### src/bgdbg_defines.svh
// Constants for the background debug command port
`ifndef BGDBG_DEFINES_SVH
`define BGDBG_DEFINES_SVH
// ----------------------------------------
// Page index register layout
// ----------------------------------------
`define BGDBG_GAE_BIT 7
`define BGDBG_PAGE_MSB 6
`define BGDBG_PAGE_LSB 0
`define BGDBG_PAGE_RESET 8'h00
// ----------------------------------------
// Family identifier location and value
// ----------------------------------------
`define BGDBG_FAMILY_ADDR 23'h7fff0f
`define BGDBG_FAMILY_ID 8'h5a
// ----------------------------------------
// Command codes
// ----------------------------------------
`define BGDBG_CMD_NOP 4'h0
`define BGDBG_CMD_BACKGROUND 4'h1
`define BGDBG_CMD_READ_MEM 4'h2
`define BGDBG_CMD_WRITE_MEM 4'h3
`define BGDBG_CMD_READ_PORT 4'h4
`define BGDBG_CMD_WRITE_PORT 4'h5
`define BGDBG_CMD_READ_CPU 4'h8
`define BGDBG_CMD_WRITE_CPU 4'h9
`define BGDBG_CMD_GO 4'ha
`define BGDBG_CMD_READ_FW_MEM 4'hb
`define BGDBG_CMD_WRITE_FW_MEM 4'hc
// ----------------------------------------
// Serial framing
// ----------------------------------------
`define BGDBG_CMD_BITS 44
`define BGDBG_RSP_BITS 16
`define BGDBG_BIT_CYCLES 8'd16
`endif

### src/bgdbg_pkg.sv
// Types shared by the background debug command port
package bgdbg_pkg;
    typedef enum logic [2:0] {
        BGDBG_CPU_A, BGDBG_CPU_X, BGDBG_CPU_Y, BGDBG_CPU_SP, BGDBG_CPU_PC
    } bgdbg_cpu_reg_t;
    typedef enum {
        BGDBG_IDLE, BGDBG_RECV, BGDBG_EXEC, BGDBG_WAIT, BGDBG_SEND
    } bgdbg_state_t;
endpackage

### src/bgdbg_port.sv
// Background debug command port: decode, security and page addressing
`include "bgdbg_defines.svh"
// How it works
// [RULE1] Enable bit selects global page addressing
// [RULE2] Port register commands never go global
// [RULE3] Page field gives address bits 22-16
// [RULE4] Page register reachable only when unsecured
// [RULE5] Read-only family identifier at fixed address
// [RULE6] Commands arrive over one serial wire
// [RULE7] Hardware commands: memory access, enter debug
// [RULE8] Memory bus reaches all CPU space
// [RULE9] Firmware commands: CPU registers, exit debug
// [RULE10] Hardware commands refused while secured
// [RULE11] Firmware commands need unsecured active debug
// [RULE12] Global address is page over address
module bgdbg_port #(
    parameter int ADDR_W = 23 // Global address width
) (
    input wire logic clk_sys_in, // System clock
    input wire logic rst_b_in, // Sync reset, active low
    input wire logic secure_in, // Device is secured
    input wire logic bkgd_in, // Debug wire input level
    output logic bkgd_out, // Debug wire drive level
    output logic bkgd_oe_out, // Debug wire drive enable
    output logic mem_req_out, // Memory request level
    output logic mem_we_out, // Memory write
    output logic mem_global_out, // Access is global
    output logic [ADDR_W-1:0] mem_addr_out, // Memory address
    output logic [15:0] mem_wdata_out, // Memory write data
    input wire logic mem_ack_in, // Memory access done
    input wire logic [15:0] mem_rdata_in, // Memory read data
    output logic cpu_halt_out, // Active background debug mode
    output logic cpu_req_out, // CPU register write pulse
    output logic cpu_we_out, // CPU register write
    output logic [2:0] cpu_sel_out, // CPU register select
    output logic [15:0] cpu_wdata_out, // CPU register write data
    input wire logic [15:0] cpu_rdata_in, // CPU register read data
    output logic refused_out // Pulse: last command refused
);
    logic [7:0] page_r;
    logic [7:0] page_nxt;
    logic active_r;
    logic [15:0] rsp_r;
    logic send_r;
    logic frame_valid;
    logic [43:0] frame;
    logic ser_busy;
    logic ser_out;
    logic ser_oe;
    bgdbg_pkg::bgdbg_state_t state_r;
    bgdbg_pkg::bgdbg_state_t state_nxt;
    logic [15:0] rsp_nxt;
    // ----------------------------------------
    // Serial link
    // ----------------------------------------
    // Frame: cmd[43:40] sel[38:36] addr[31:16] data[15:0]
    bgdbg_serial bgdbg_serial_inst (
        .clk_sys_in(clk_sys_in),
        .rst_b_in(rst_b_in),
        .wire_in(bkgd_in),
        .send_in(send_r),
        .send_data_in(rsp_r),
        .wire_out(ser_out),
        .wire_oe_out(ser_oe),
        .frame_valid_out(frame_valid),
        .frame_out(frame),
        .busy_out(ser_busy)
    ); // [RULE6]
    // ----------------------------------------
    // Command decode
    // ----------------------------------------
    wire [3:0] cmd = frame[43:40];
    wire [15:0] cmd_addr = frame[31:16];
    wire [15:0] cmd_data = frame[15:0];
    wire is_hw_mem = (cmd == `BGDBG_CMD_READ_MEM) || (cmd == `BGDBG_CMD_WRITE_MEM);
    wire is_fw_mem = (cmd == `BGDBG_CMD_READ_FW_MEM) || (cmd == `BGDBG_CMD_WRITE_FW_MEM);
    wire is_port = (cmd == `BGDBG_CMD_READ_PORT) || (cmd == `BGDBG_CMD_WRITE_PORT);
    wire is_hw = is_hw_mem || is_port || (cmd == `BGDBG_CMD_BACKGROUND);
    wire is_fw = is_fw_mem || (cmd == `BGDBG_CMD_READ_CPU) || (cmd == `BGDBG_CMD_WRITE_CPU)
        || (cmd == `BGDBG_CMD_GO);
    wire hw_ok = is_hw && !secure_in; // [RULE10]
    wire fw_ok = is_fw && !secure_in && active_r; // [RULE11]
    wire go_global = page_r[`BGDBG_GAE_BIT] && (is_hw_mem || is_fw_mem); // [RULE1] [RULE2]
    wire [ADDR_W-1:0] glob_addr = ADDR_W'({page_r[`BGDBG_PAGE_MSB:`BGDBG_PAGE_LSB],
        cmd_addr}); // [RULE3] [RULE12]
    wire [ADDR_W-1:0] local_addr = ADDR_W'(cmd_addr);
    wire id_hit = go_global && (glob_addr == ADDR_W'(`BGDBG_FAMILY_ADDR)) &&
        ((cmd == `BGDBG_CMD_READ_MEM) || (cmd == `BGDBG_CMD_READ_FW_MEM)); // [RULE5]
    wire is_wr = (cmd == `BGDBG_CMD_WRITE_MEM) || (cmd == `BGDBG_CMD_WRITE_FW_MEM);
    // Page register write, only via port command when unsecured
    assign page_nxt = (state_r == bgdbg_pkg::BGDBG_EXEC && hw_ok &&
        cmd == `BGDBG_CMD_WRITE_PORT) ? cmd_data[7:0] : page_r; // [RULE4]
    // ----------------------------------------
    // Action select for the command held in EXEC
    // ----------------------------------------
    wire in_exec = (state_r == bgdbg_pkg::BGDBG_EXEC);
    wire allowed = hw_ok || fw_ok;
    wire do_refuse = in_exec && !allowed; // [RULE10] [RULE11]
    wire do_enter = in_exec && allowed && (cmd == `BGDBG_CMD_BACKGROUND); // [RULE7]
    wire do_exit = in_exec && allowed && (cmd == `BGDBG_CMD_GO); // [RULE9]
    wire do_port_rd = in_exec && allowed && (cmd == `BGDBG_CMD_READ_PORT); // [RULE4]
    wire do_id = in_exec && allowed && id_hit; // [RULE5]
    wire do_mem = in_exec && allowed && (is_hw_mem || is_fw_mem) && !id_hit; // [RULE7] [RULE8]
    wire do_cpu_rd = in_exec && allowed && (cmd == `BGDBG_CMD_READ_CPU); // [RULE9]
    wire do_cpu_wr = in_exec && allowed && (cmd == `BGDBG_CMD_WRITE_CPU); // [RULE9]
    wire do_answer = do_port_rd || do_id || do_cpu_rd;
    wire mem_done = (state_r == bgdbg_pkg::BGDBG_WAIT) && mem_ack_in;
    wire [2:0] cmd_sel = frame[38:36];
    // Address and answer word selection
    wire [ADDR_W-1:0] mem_addr_sel = go_global ? glob_addr : local_addr; // [RULE1] [RULE12]
    assign rsp_nxt = do_port_rd ? {8'h00, page_r} : // [RULE4]
        do_id ? {8'h00, `BGDBG_FAMILY_ID} : // [RULE5]
        do_cpu_rd ? cpu_rdata_in : // [RULE9]
        mem_done ? mem_rdata_in : rsp_r;
    // ----------------------------------------
    // Command sequencer
    // ----------------------------------------
    // Next state: answers go to SEND, memory work waits for its ack
    always_comb begin
        state_nxt = state_r;
        case (state_r)
            bgdbg_pkg::BGDBG_IDLE: begin
                if (frame_valid) begin
                    state_nxt = bgdbg_pkg::BGDBG_EXEC;
                end
            end
            bgdbg_pkg::BGDBG_EXEC: begin
                if (do_answer) begin
                    state_nxt = bgdbg_pkg::BGDBG_SEND;
                end else if (do_mem) begin
                    state_nxt = bgdbg_pkg::BGDBG_WAIT;
                end else begin
                    state_nxt = bgdbg_pkg::BGDBG_IDLE;
                end
            end
            bgdbg_pkg::BGDBG_WAIT: begin
                if (mem_ack_in) begin
                    state_nxt = mem_we_out ? bgdbg_pkg::BGDBG_IDLE : bgdbg_pkg::BGDBG_SEND;
                end
            end
            bgdbg_pkg::BGDBG_SEND: begin
                if (!send_r && !ser_busy) begin
                    state_nxt = bgdbg_pkg::BGDBG_IDLE;
                end
            end
            default: state_nxt = bgdbg_pkg::BGDBG_IDLE;
        endcase
    end
    // Sequencer state and active debug mode flag
    always_ff @(posedge clk_sys_in) begin
        if (!rst_b_in) begin
            state_r <= bgdbg_pkg::BGDBG_IDLE;
            active_r <= 1'b0;
        end else begin
            state_r <= state_nxt;
            active_r <= (active_r || do_enter) && !do_exit; // [RULE7] [RULE9]
        end
    end
    // Answer word and its one-cycle send strobe
    always_ff @(posedge clk_sys_in) begin
        if (!rst_b_in) begin
            rsp_r <= 16'h0000;
            send_r <= 1'b0;
        end else begin
            rsp_r <= rsp_nxt;
            send_r <= do_answer || (mem_done && !mem_we_out);
        end
    end
    // Memory request, held until the memory acknowledges
    always_ff @(posedge clk_sys_in) begin
        if (!rst_b_in) begin
            mem_req_out <= 1'b0;
            mem_we_out <= 1'b0;
            mem_global_out <= 1'b0;
            mem_addr_out <= '0;
            mem_wdata_out <= 16'h0000;
        end else if (do_mem) begin
            mem_req_out <= 1'b1; // [RULE7] [RULE8]
            mem_we_out <= is_wr;
            mem_global_out <= go_global; // [RULE1] [RULE2]
            mem_addr_out <= mem_addr_sel; // [RULE3]
            mem_wdata_out <= cmd_data;
        end else if (mem_done) begin
            mem_req_out <= 1'b0;
        end
    end
    // CPU register select, direction and write pulse
    always_ff @(posedge clk_sys_in) begin
        if (!rst_b_in) begin
            cpu_req_out <= 1'b0;
            cpu_we_out <= 1'b0;
            cpu_sel_out <= 3'h0;
            cpu_wdata_out <= 16'h0000;
        end else begin
            cpu_req_out <= do_cpu_wr; // [RULE9]
            if (do_cpu_wr || do_cpu_rd) begin
                cpu_we_out <= do_cpu_wr;
                cpu_sel_out <= cmd_sel;
            end
            if (do_cpu_wr) begin
                cpu_wdata_out <= cmd_data;
            end
        end
    end
    // Page register and refusal pulse
    always_ff @(posedge clk_sys_in) begin
        if (!rst_b_in) begin
            page_r <= `BGDBG_PAGE_RESET;
            refused_out <= 1'b0;
        end else begin
            page_r <= page_nxt; // [RULE4]
            refused_out <= do_refuse; // [RULE10] [RULE11]
        end
    end
    // Registered wire drive and halt level
    always_ff @(posedge clk_sys_in) begin
        if (!rst_b_in) begin
            bkgd_out <= 1'b1;
            bkgd_oe_out <= 1'b0;
            cpu_halt_out <= 1'b0;
        end else begin
            bkgd_out <= ser_out;
            bkgd_oe_out <= ser_oe;
            cpu_halt_out <= active_r;
        end
    end
endmodule

### src/bgdbg_serial.sv
// Single-wire shifter: receives command frames and sends answers
`include "bgdbg_defines.svh"
module bgdbg_serial (
    input wire logic clk_sys_in, // System clock
    input wire logic rst_b_in, // Sync reset, active low
    input wire logic wire_in, // Level seen on the debug wire
    input wire logic send_in, // Pulse: start sending answer
    input wire logic [15:0] send_data_in, // Answer word
    output logic wire_out, // Level driven onto the wire
    output logic wire_oe_out, // High while driving the wire
    output logic frame_valid_out, // Pulse: full frame received
    output logic [43:0] frame_out, // Received frame, first bit in msb
    output logic busy_out // Answer in progress
);
    logic [7:0] tick_r;
    logic [5:0] cnt_r;
    logic [43:0] shift_r;
    logic [15:0] tx_r;
    logic tx_on_r;
    logic wire_d_r;
    logic rx_act_r;
    // ----------------------------------------
    // Bit timing: a low start edge opens each bit, sampled mid-cell
    // ----------------------------------------
    wire fall = wire_d_r & ~wire_in & ~tx_on_r;
    wire mid = rx_act_r & (tick_r == (`BGDBG_BIT_CYCLES >> 1));
    wire tx_end = tx_on_r & (tick_r == `BGDBG_BIT_CYCLES - 8'd1);
    // Receiver and transmitter state
    always_ff @(posedge clk_sys_in) begin
        if (!rst_b_in) begin
            tick_r <= 8'h00;
            cnt_r <= 6'h00;
            shift_r <= 44'h0;
            tx_r <= 16'h0000;
            tx_on_r <= 1'b0;
            wire_d_r <= 1'b1;
            rx_act_r <= 1'b0;
            frame_valid_out <= 1'b0;
            frame_out <= 44'h0;
        end else begin
            wire_d_r <= wire_in;
            frame_valid_out <= 1'b0;
            if (send_in && !tx_on_r) begin
                tx_r <= send_data_in;
                tx_on_r <= 1'b1;
                tick_r <= 8'h00;
                cnt_r <= 6'h00;
            end else if (tx_on_r) begin
                tick_r <= tx_end ? 8'h00 : tick_r + 8'h01;
                if (tx_end) begin
                    tx_r <= {tx_r[14:0], 1'b0};
                    cnt_r <= cnt_r + 6'h01;
                    if (cnt_r == 6'(`BGDBG_RSP_BITS - 1)) begin
                        tx_on_r <= 1'b0;
                        cnt_r <= 6'h00;
                    end
                end
            end else if (fall) begin
                rx_act_r <= 1'b1;
                tick_r <= 8'h00;
            end else if (rx_act_r) begin
                tick_r <= tick_r + 8'h01;
                if (mid) begin
                    rx_act_r <= 1'b0;
                    shift_r <= {shift_r[42:0], wire_in};
                    cnt_r <= cnt_r + 6'h01;
                    if (cnt_r == 6'(`BGDBG_CMD_BITS - 1)) begin
                        frame_valid_out <= 1'b1;
                        frame_out <= {shift_r[42:0], wire_in};
                        cnt_r <= 6'h00;
                    end
                end
            end
        end
    end
    // Drive: low for a quarter cell, then data, while answering
    always_ff @(posedge clk_sys_in) begin
        if (!rst_b_in) begin
            wire_out <= 1'b1;
            wire_oe_out <= 1'b0;
        end else begin
            wire_oe_out <= tx_on_r;
            wire_out <= (tick_r < (`BGDBG_BIT_CYCLES >> 2)) ? 1'b0 : tx_r[15];
        end
    end
    assign busy_out = tx_on_r;
endmodule

### config.mk
export PLATFORM = sky130hd
export DESIGN_NAME = bgdbg_port
export DESIGN_NICKNAME = d
export VERILOG_FILES = /design/src/bgdbg_pkg.sv /design/src/bgdbg_port.sv /design/src/bgdbg_serial.sv
export VERILOG_INCLUDE_DIRS = /design/src
export SDC_FILE = /design/constraint.sdc
export NUM_CORES = 1
export LEC_CHECK = 0
export CORE_ASPECT_RATIO = 1.25
export CORE_MARGIN = 2
export CORE_UTILIZATION = 47
export DETAILED_ROUTE_END_ITERATION = 8
export DONT_BUFFER_PORTS = 1
export PLACE_DENSITY = 0.58
export SLEW_MARGIN = 20
export SYNTH_ARGS = -nofsm -noshare
export SYNTH_HDL_FRONTEND = slang
export SYNTH_SLANG_ARGS = --single-unit
### constraint.sdc
create_clock -name clk_sys_in -period 3.2 [get_ports clk_sys_in]
set_input_delay 0.64 -clock clk_sys_in [delete_from_list [all_inputs] [get_ports clk_sys_in]]
set_output_delay 0.64 -clock clk_sys_in [all_outputs]
set_load 0.005 [all_outputs]
==> insert_results.sql, run 1 <==
INSERT INTO impl_metrics (metric_group, metric, value, unit) VALUES
('cts', 'postCtsSetupRepairBufs', '0', ''),
('synthesis', 'synth_edf_count', '0', ''),
('timing', 'post-route-min-period', '2.47', 'ns'),
('floorplan', 'initial_utilization', '47.7', '%'),
('worst_hold_path', 'holdCritStartpoint', 'rst_b_in', ''),
('timing', 'final_tns_setup', '0', 'ns'),
('routing', 'firstDrtPassIters', '5', ''),
('global_routing', 'first_pass_grt_wire_length', '30700', 'µm'),
('cells_and_area', 'inserted_diodes', '0', ''),
('synthesis', 'synthesis.nets', '983', ''),
('timing', 'worst_slew_pin_slew', '0.905', 'ns'),
('timing', 'setup_violations', '0', ''),
('synthesis', 'syn_area', '0.00828', 'mm²'),
('routing', 'avgViaCountPerCell', '5.53', ''),
('cts', 'total_cts_buffers', '23', ''),
('synthesis', 'asyncSetResetFlopFracSynth', '0', '%'),
('worst_setup_path', 'timing.reg2reg.setup_slack', '0.73', 'ns'),
('cells_and_area', 'layout_commonest_cell', 'sky130_fd_sc_hd__dfxtp_1', ''),
('synthesis', 'synth_cells', '943', ''),
('cts', 'post_cts_resize_count', '0', ''),
('cts', 'cts_hold_repair.buffers', '0', ''),
('global_routing', 'via_count_of_the_first_global_routing_pass', '6031', ''),
('timing', 'setup_slack', '0.734', 'ns'),
('floorplan', 'io_pins', '104', ''),
('synthesis', 'synth.avg_cell_area', '8.78', 'µm²'),
('cts', 'clockBufferDepth', '3', ''),
('place', 'gp_congestion', '0.795', ''),
('timing', 'remaining_max_slew_budget_at_the_tightest_pin', '39.7', '%'),
('worst_setup_path', 'crit_type', 'reg -> reg', ''),
('cells_and_area', 'final_nets', '953', ''),
('synthesis', 'ys_dominant_reg_cell', 'sky130_fd_sc_hd__dfxtp_1', ''),
('routing', 'drt-wirelength-per-cell', '16.3', 'µm'),
('routing', 'remaining_routing_drc_violations', '0', ''),
('floorplan', 'std_cell_rows', '54', ''),
('worst_setup_path', 'crit_fanout', '10', ''),
('cts', 'tritoncts_num_sinks', '214', ''),
('worst_setup_path', 'setup.worst_path.start_class', 'flip-flop', ''),
('pwr', 'power-per-cell-area', '598', 'mW/mm²'),
('routing', 'routed_wl', '18800', 'µm'),
('worst_setup_path', 'cp.arrival', '2.83', 'ns'),
('global_routing', 'grt_max_degree', '88', ''),
('cts', 'htreeDepth', '1', ''),
('job', 'maxCapViolCount', '0', ''),
('pwr', 'ir_drop', '0.322', 'mV'),
('global_routing', 'antenna_found_initial', '0', ''),
('cts', 'clk-insertion-delay-late', '0.51', 'ns'),
('cells_and_area', 'drive_gt1_share', '6.57', '%'),
('worst_hold_path', 'hold_path.class', 'in -> reg', ''),
('floorplan', 'die-height', '152', 'µm'),
('synthesis', 'yosys.cell_types.count', '57', ''),
('timing', 'finClkSkew', '0.0120', 'ns'),
('place', 'dpl.hpwl', '12300', 'µm'),
('routing', 'dr.first_iter.drc_count', '444', ''),
('floorplan', 'floorplan_die_area', '0.0187', 'mm²'),
('worst_setup_path', 'end_kind', 'flip-flop', ''),
('place', 'place.port_buffers', '0', ''),
('global_routing', 'grt_use_total', '19.9', '%'),
('timing', 'rsz0062_at_grt', 'false', ''),
('routing', 'route.antenna.remaining_nets', '0', ''),
('floorplan', 'placeableCoreArea', '0.0174', 'mm²'),
('timing', 'final_min_period_over_clock_period', '77.1', '%'),
('routing', 'routed-via-count', '6374', ''),
('timing', 'finalHoldViolations', '0', ''),
('cells_and_area', 'most-common-layout-cells', '214 x sky130_fd_sc_hd__dfxtp_1, 190 x sky130_fd_sc_hd__nand2_1, 107 x sky130_fd_sc_hd__a21oi_1', ''),
('synthesis', 'yosys_register_bits', '214', ''),
('timing', 'maxClockFrequency', '0.405', 'GHz'),
('status', 'outcome', 'completed', ''),
('worst_setup_path', 'timing.rr.start', 'bgdbg_serial_inst.frame_out[20]', ''),
('cts', 'tritoncts_clock_tree', 'done', ''),
('worst_setup_path', 'crit_required', '3.56', 'ns'),
('pwr', 'cellLeakagePower', '0.00326', 'µW'),
('global_routing', 'globalRoute.totalOverflow', '0', ''),
('worst_setup_path', 'worstSetupStartpoint', 'bgdbg_serial_inst.frame_out[20]', ''),
('place', 'detailedPlace.worstSlack', '0.742', 'ns'),
('timing', 'timing.final.max_slew_violations', '0', ''),
('cts', 'cts.clk_slew.worst_paths', '0.06', 'ns'),
('synthesis', 'ys_seq_area_share', '51.7', '%'),
('floorplan', 'die-width', '123', 'µm'),
('synthesis', 'ys_warn_count', '0', ''),
('cells_and_area', 'area.growth.synth_to_final', '11.3', '%'),
('cts', 'clock-root-buffer', 'sky130_fd_sc_hd__clkbuf_16', '');
[worst max-delay path, stage by stage, from the launching register on]
cell and delay, ns:
sky130_fd_sc_hd__dfxtp_1 0.32, sky130_fd_sc_hd__or4_1 0.55, sky130_fd_sc_hd__or4_4 0.55, sky130_fd_sc_hd__o21ba_2 0.29, sky130_fd_sc_hd__o21ai_1 0.51, sky130_fd_sc_hd__a21oi_1 0.11
[worst paths after layout]
path,to,depth (start not counted)
hold reg to reg,bkgd_out,1
setup reg to reg,rsp_r[10],5
setup / recovery,rsp_r[10],5
hold / removal,bgdbg_serial_inst.wire_out,1
[synthesized netlist by cell type (2+ instances only)]
master	instances	area, µm²
sky130_fd_sc_hd__a21oi_1	107	536
sky130_fd_sc_hd__a32oi_1	4	35.0
sky130_fd_sc_hd__o21bai_1	3	22.5
sky130_fd_sc_hd__nand2b_1	16	100
sky130_fd_sc_hd__nand4b_1	3	26.3
sky130_fd_sc_hd__o221ai_1	6	52.6
sky130_fd_sc_hd__dfxtp_1	214	4280
sky130_fd_sc_hd__or3_1	2	12.5
sky130_fd_sc_hd__nor2_1	102	383
sky130_fd_sc_hd__o21ai_1	2	10.0
sky130_fd_sc_hd__buf_1	2	7.51
sky130_fd_sc_hd__nand2_1	190	713
sky130_fd_sc_hd__a31oi_1	2	12.5
sky130_fd_sc_hd__o21ai_0	6	30.0
sky130_fd_sc_hd__inv_1	7	26.3
sky130_fd_sc_hd__buf_2	9	45.0
sky130_fd_sc_hd__ha_1	3	37.5
sky130_fd_sc_hd__nand4_1	14	87.6
sky130_fd_sc_hd__mux2i_1	76	761
sky130_fd_sc_hd__o21a_1	5	37.5
sky130_fd_sc_hd__xor2_1	11	96.3
sky130_fd_sc_hd__nor3_1	4	20.0
sky130_fd_sc_hd__and2_1	10	62.6
sky130_fd_sc_hd__nor4_1	3	18.8
sky130_fd_sc_hd__o31ai_1	2	15.0
sky130_fd_sc_hd__a211oi_1	19	143
sky130_fd_sc_hd__or4_1	4	30.0
sky130_fd_sc_hd__nand3_1	14	70.1
sky130_fd_sc_hd__and4_1	2	17.5
sky130_fd_sc_hd__clkbuf_1	55	206
sky130_fd_sc_hd__nand3b_1	2	15.0
sky130_fd_sc_hd__nor4b_1	4	35.0
sky130_fd_sc_hd__nor2b_1	3	18.8
sky130_fd_sc_hd__a32o_1	4	40.0
sky130_fd_sc_hd__a22oi_1	9	67.6
sky130_fd_sc_hd__and3_1	3	18.8
[flip-flops by register name, summed over array words and instances (netlist names), 3 cells and up]
register,cells
page_r,8
bgdbg_serial_inst.tx_r,16
bgdbg_serial_inst.frame_out,39
rsp_r,16
bgdbg_serial_inst.shift_r,43
state_r,3
mem_addr_out,23
mem_wdata_out,16
bgdbg_serial_inst.tick_r,8
cpu_sel_out,3
bgdbg_serial_inst.cnt_r,6
cpu_wdata_out,16
[layer usage]
metal,vias up,GRT usage (%),share of wire (%)
met4,0,4.93,1.5
met2,150,34.3,50
met3,24,3.89,6.0
met5,-,0,0
met1,3017,25.4,42
li1,3183,-,-
[metrics by stage]
stage	utilization, %	std cells	total power, µW	instance area [µm²]	hold WS, ns
6_report	53.1	1153	5510	9210	0.202
5_1_grt	53.1	1153	5690	9210	0.190
4_1_cts	53.1	1153	5570	9210	0.180
3_5_place_dp	48.5	1112	2800	8410	0.414
3_3_place_gp	48.5	1112	2800	8410	0.395
2_1_floorplan	-	943	2790	8280	0.386
[power breakdown]
part / total (µW) / internal (µW) / switching (µW)
clock network: 2760 / 1710 / 1050
logic: 69.8 / 17.1 / 52.7
registers: 2670 / 2670 / 4.58
[area by class of cell]
type                            count  area (µm²)
Inverter                            7        28.8
Sequential cell                   214        4280
Tap cell                          224         280
Fill cell                        1629        8150
Timing Repair Buffer               13         123
Multi-Input combinational cell    654        3700
Clock inverter                     13         175
Clock buffer                       28         624
[logic make-up after synthesis]
kind of cell | Yosys count | share of synthesized area, %
compound gates | 179 | 13.2
flops | 214 | 51.7
fa+ha+maj | 3 | 0.453
xor+xnor | 12 | 1.27
mux | 76 | 9.19
buf+inv | 75 | 3.67
simple gates | 384 | 20.5
Power figures use the tool's default switching activity.
==> inputs of run 2 (changes only) <==
ABC_AREA = 1   (was default)
clock period = 2.5 ns   (was 3.2 ns; I/O delays follow)
==> run 2 against run 1 <==
Hold slack lost 0.074 ns. Clock power rose by 20%. Cell count rose by 12%.
==> insert_results.sql, run 2 <==
INSERT INTO impl_metrics (metric_group, metric, value, unit) VALUES
('floorplan', 'io_pins', '104', ''),
('synthesis', 'ys_dominant_reg_cell', 'sky130_fd_sc_hd__dfxtp_1', ''),
('cells_and_area', 'register_area', '0.00428', 'mm²'),
('pwr', 'comb_power_share', '1.5', '%'),
('pwr', 'internal_power', '5430', 'µW'),
('global_routing', 'grt_max_degree', '117', ''),
('pwr', 'net_switching_power', '1390', 'µW'),
('synthesis', 'post-synth-top-count-cell', 'sky130_fd_sc_hd__dfxtp_1', ''),
('cts', 'htreeDepth', '1', ''),
('cells_and_area', 'layout_top_registers', 'bgdbg_serial_inst.shift_r (43), bgdbg_serial_inst.frame_out (39), mem_addr_out (23)', ''),
('synthesis', 'synthesis.nets', '1115', ''),
('cells_and_area', 'postLayoutCellArea', '0.00926', 'mm²'),
('timing', 'remaining_max_slew_budget_at_the_tightest_pin', '59.3', '%'),
('synthesis', 'asyncSetResetFlopFracSynth', '0', '%'),
('timing', 'post-route-min-period', '2.17', 'ns'),
('pwr', 'cellLeakagePower', '0.00354', 'µW'),
('worst_setup_path', 'crit_fanout', '13', ''),
('worst_setup_path', 'timing.rr.start', 'bgdbg_serial_inst.frame_out[43]', ''),
('cells_and_area', 'area.growth.synth_to_final', '9.91', '%'),
('cells_and_area', 'layout_commonest_cell', 'sky130_fd_sc_hd__dfxtp_1', ''),
('worst_hold_path', 'worst_hold_path.endpoint', 'bgdbg_serial_inst.wire_d_r', ''),
('synthesis', 'synth.avg_cell_area', '7.84', 'µm²'),
('synthesis', 'synth_common_cells', '214 x sky130_fd_sc_hd__dfxtp_1, 148 x sky130_fd_sc_hd__inv_1, 133 x sky130_fd_sc_hd__nand2_1', ''),
('worst_hold_path', 'hold_depth', '1', ''),
('job', 'maxCapViolCount', '0', ''),
('cts', 'clock-root-buffer', 'sky130_fd_sc_hd__clkbuf_16', ''),
('routing', 'routed-via-count', '6688', ''),
('cells_and_area', 'final_nets', '1094', ''),
('floorplan', 'initial_utilization', '48.1', '%'),
('timing', 'worst_slew_pin_slew', '0.611', 'ns'),
('global_routing', 'first_pass_grt_wire_length', '31500', 'µm'),
('worst_setup_path', 'path_cells', 'nor2_1 -> nand2_1 -> nand2_2 -> nand2_4 -> nand2_2 -> nand3_2 -> nand2_1 -> inv_2 -> nand2_2 -> nand2_1 -> nor2_1 -> nor2_1', ''),
('timing', 'finalHoldViolations', '0', ''),
('place', 'gp_congestion', '0.837', ''),
('synthesis', 'synth_area_leaders', 'sky130_fd_sc_hd__dfxtp_1 51%, sky130_fd_sc_hd__a21oi_1 7.2%, sky130_fd_sc_hd__inv_1 6.6%', ''),
('routing', 'remaining_routing_drc_violations', '0', ''),
('global_routing', 'antenna_found_initial', '0', ''),
('synthesis', 'syn_area', '0.00842', 'mm²'),
('floorplan', 'die-width', '124', 'µm'),
('cells_and_area', 'multiInputGateArea', '0.00326', 'mm²'),
('synthesis', 'synth_edf_count', '0', ''),
('cells_and_area', 'most-common-layout-cells', '214 x sky130_fd_sc_hd__dfxtp_1, 148 x sky130_fd_sc_hd__inv_1, 133 x sky130_fd_sc_hd__nand2_1', ''),
('worst_hold_path', 'hold_path.class', 'in -> reg', ''),
('worst_hold_path', 'holdCritStartpoint', 'rst_b_in', ''),
('global_routing', 'grt_use_total', '20.3', '%'),
('place', 'placedInstanceArea', '0.00852', 'mm²'),
('floorplan', 'die-height', '154', 'µm'),
('global_routing', 'via_count_of_the_first_global_routing_pass', '6282', ''),
('pwr', 'power-per-cell-area', '738', 'mW/mm²'),
('pwr', 'clkPwrFrac', '48.4', '%'),
('timing', 'setup_violations', '0', ''),
('synthesis', 'ys_seq_area_share', '50.9', '%'),
('cells_and_area', 'drive_gt1_share', '7.20', '%'),
('floorplan', 'std_cell_rows', '54', ''),
('synthesis', 'synth_cells', '1075', ''),
('pwr', 'p_seq_share', '50.1', '%'),
('pwr', 'ir_drop', '0.563', 'mV'),
('routing', 'wl_met3', '1030', 'µm'),
('synthesis', 'yosys_register_bits', '214', ''),
('worst_setup_path', 'crit_type', 'reg -> reg', ''),
('synthesis', 'netlist.area_leader.share', '50.9', '%'),
('routing', 'routedLengthMet1', '9160', 'µm'),
('timing', 'smallest_hold_slack', '0.128', 'ns'),
('worst_setup_path', 'crit_required', '2.90', 'ns'),
('place', 'place.port_buffers', '0', ''),
('timing', 'rsz0062_at_grt', 'false', ''),
('cts', 'tritoncts_num_sinks', '214', ''),
('routing', 'route.antenna.remaining_nets', '0', ''),
('routing', 'routed_wl', '19200', 'µm'),
('worst_setup_path', 'crit_slowest_cell', 'sky130_fd_sc_hd__dfxtp_1', ''),
('cts', 'clockBufferDepth', '3', ''),
('cells_and_area', 'inserted_diodes', '0', ''),
('synthesis', 'ys_warn_count', '0', ''),
('floorplan', 'floorplan_die_area', '0.0190', 'mm²'),
('cells_and_area', 'largest-register', 'bgdbg_serial_inst.shift_r', ''),
('cts', 'post_cts_resize_count', '0', ''),
('routing', 'firstDrtPassIters', '4', ''),
('cts', 'postCtsSetupRepairBufs', '0', ''),
('cts', 'tritoncts_clock_tree', 'done', ''),
('routing', 'met2RoutedLength', '8730', 'µm'),
('routing', 'drt-wirelength-per-cell', '14.9', 'µm'),
('worst_setup_path', 'reg2regPathDepth', '12', ''),
('pwr', 'netSwitchingFraction', '20.4', '%'),
('cts', 'clk-insertion-delay-late', '0.51', 'ns'),
('timing', 'final_tns_setup', '0', 'ns'),
('cts', 'cts_hold_repair.buffers', '0', ''),
('synthesis', 'synth_area_leader_cell', 'sky130_fd_sc_hd__dfxtp_1', ''),
('routing', 'dr.first_iter.drc_count', '418', ''),
('worst_setup_path', 'setup.worst_path.start_class', 'flip-flop', ''),
('routing', 'avgViaCountPerCell', '5.17', ''),
('synthesis', 'yosys.cell_types.count', '38', ''),
('cts', 'total_cts_buffers', '22', ''),
('worst_setup_path', 'end_of_the_worst_register_to_register_path', 'rsp_r[0]', ''),
('place', 'dpl.hpwl', '12500', 'µm'),
('global_routing', 'globalRoute.totalOverflow', '0', ''),
('worst_setup_path', 'cp_slowest_stage_delay', '0.36', 'ns'),
('cells_and_area', 'max_reg_flops', '43', ''),
('timing', 'timing.final.max_slew_violations', '0', ''),
('worst_setup_path', 'cp.arrival', '2.56', 'ns'),
('status', 'outcome', 'completed', ''),
('timing', 'finClkSkew', '0.0129', 'ns'),
('routing', 'routed.top_layer', 'met4', ''),
('floorplan', 'placeableCoreArea', '0.0175', 'mm²'),
('worst_setup_path', 'timing.reg2reg.setup_slack', '0.33', 'ns'),
('timing', 'final_min_period_over_clock_period', '86.7', '%'),
('cells_and_area', 'num-fill-cells', '1707', ''),
('worst_setup_path', 'end_kind', 'flip-flop', ''),
('cts', 'cts.clk_slew.worst_paths', '0.06', 'ns'),
('timing', 'maxClockFrequency', '0.462', 'GHz');
[run 2: how the worst max path moves through the flow]
stage | slack, ns | cells past startpoint | end | start
floorplan | 0.75 | 10 | bgdbg_serial_inst.frame_out[22] | bkgd_in
global placement | 0.39 | 10 | cpu_wdata_out[0] | bgdbg_serial_inst.frame_out[43]
detailed placement | 0.36 | 10 | cpu_wdata_out[0] | bgdbg_serial_inst.frame_out[43]
CTS | 0.34 | 10 | cpu_wdata_out[0] | bgdbg_serial_inst.frame_out[43]
global route | 0.05 | 12 | rsp_r[2] | bgdbg_serial_inst.frame_out[41]
finish | 0.33 | 12 | rsp_r[0] | bgdbg_serial_inst.frame_out[43]
[run 2: cell type report]
cell class	instances	share of cell area (%)
clock inverter	5	0.960
clock buffer	34	6.97
sequential	214	46.3
timing repair buffer	14	1.27
tap	224	3.03
multi-input combinational	647	35.2
inverter	155	6.30
[run 2: metal layers]
layer	vias to the layer above	GRT usage, %
li1	3490	-
met3	26	3.52
met5	-	0
met2	125	32.8
met1	3047	27.9
met4	0	5.14
[run 2: critical path: cells and delay by family, from the launching register on]
kind                   cells  cell delay [ns]
DFF                        1             0.36
and+or+nand+nor           11             1.57
buffers and inverters      1             0.12
[run 2: logic make-up after synthesis]
logic type	synth area share, %
simple gates	17.5
fa+ha+maj	0.446
compound gates	20.3
buf+inv	10.5
xor+xnor	0.416
flops	50.9
[run 2: power by group through the flow]
stage	Combinational (µW)	Clock [µW]	Sequential (µW)
2_1_floorplan	100	0	3500
3_3_place_gp	103	0	3500
3_5_place_dp	102	0	3500
4_1_cts	103	3370	3420
5_1_grt	117	3520	3420
6_report	101	3310	3420
[run 2: stage by stage]
step / instances / setup WS, ns / utilization, % / total power [µW]
after global routing: 1293 / 0.0509 / 52.9 / 7060
final: 1293 / 0.334 / 52.9 / 6830
after CTS: 1293 / 0.343 / 52.9 / 6890
after global placement: 1254 / 0.389 / 48.7 / 3600
after detailed placement: 1254 / 0.361 / 48.7 / 3600
after floorplan: 1075 / 0.750 / - / 3600
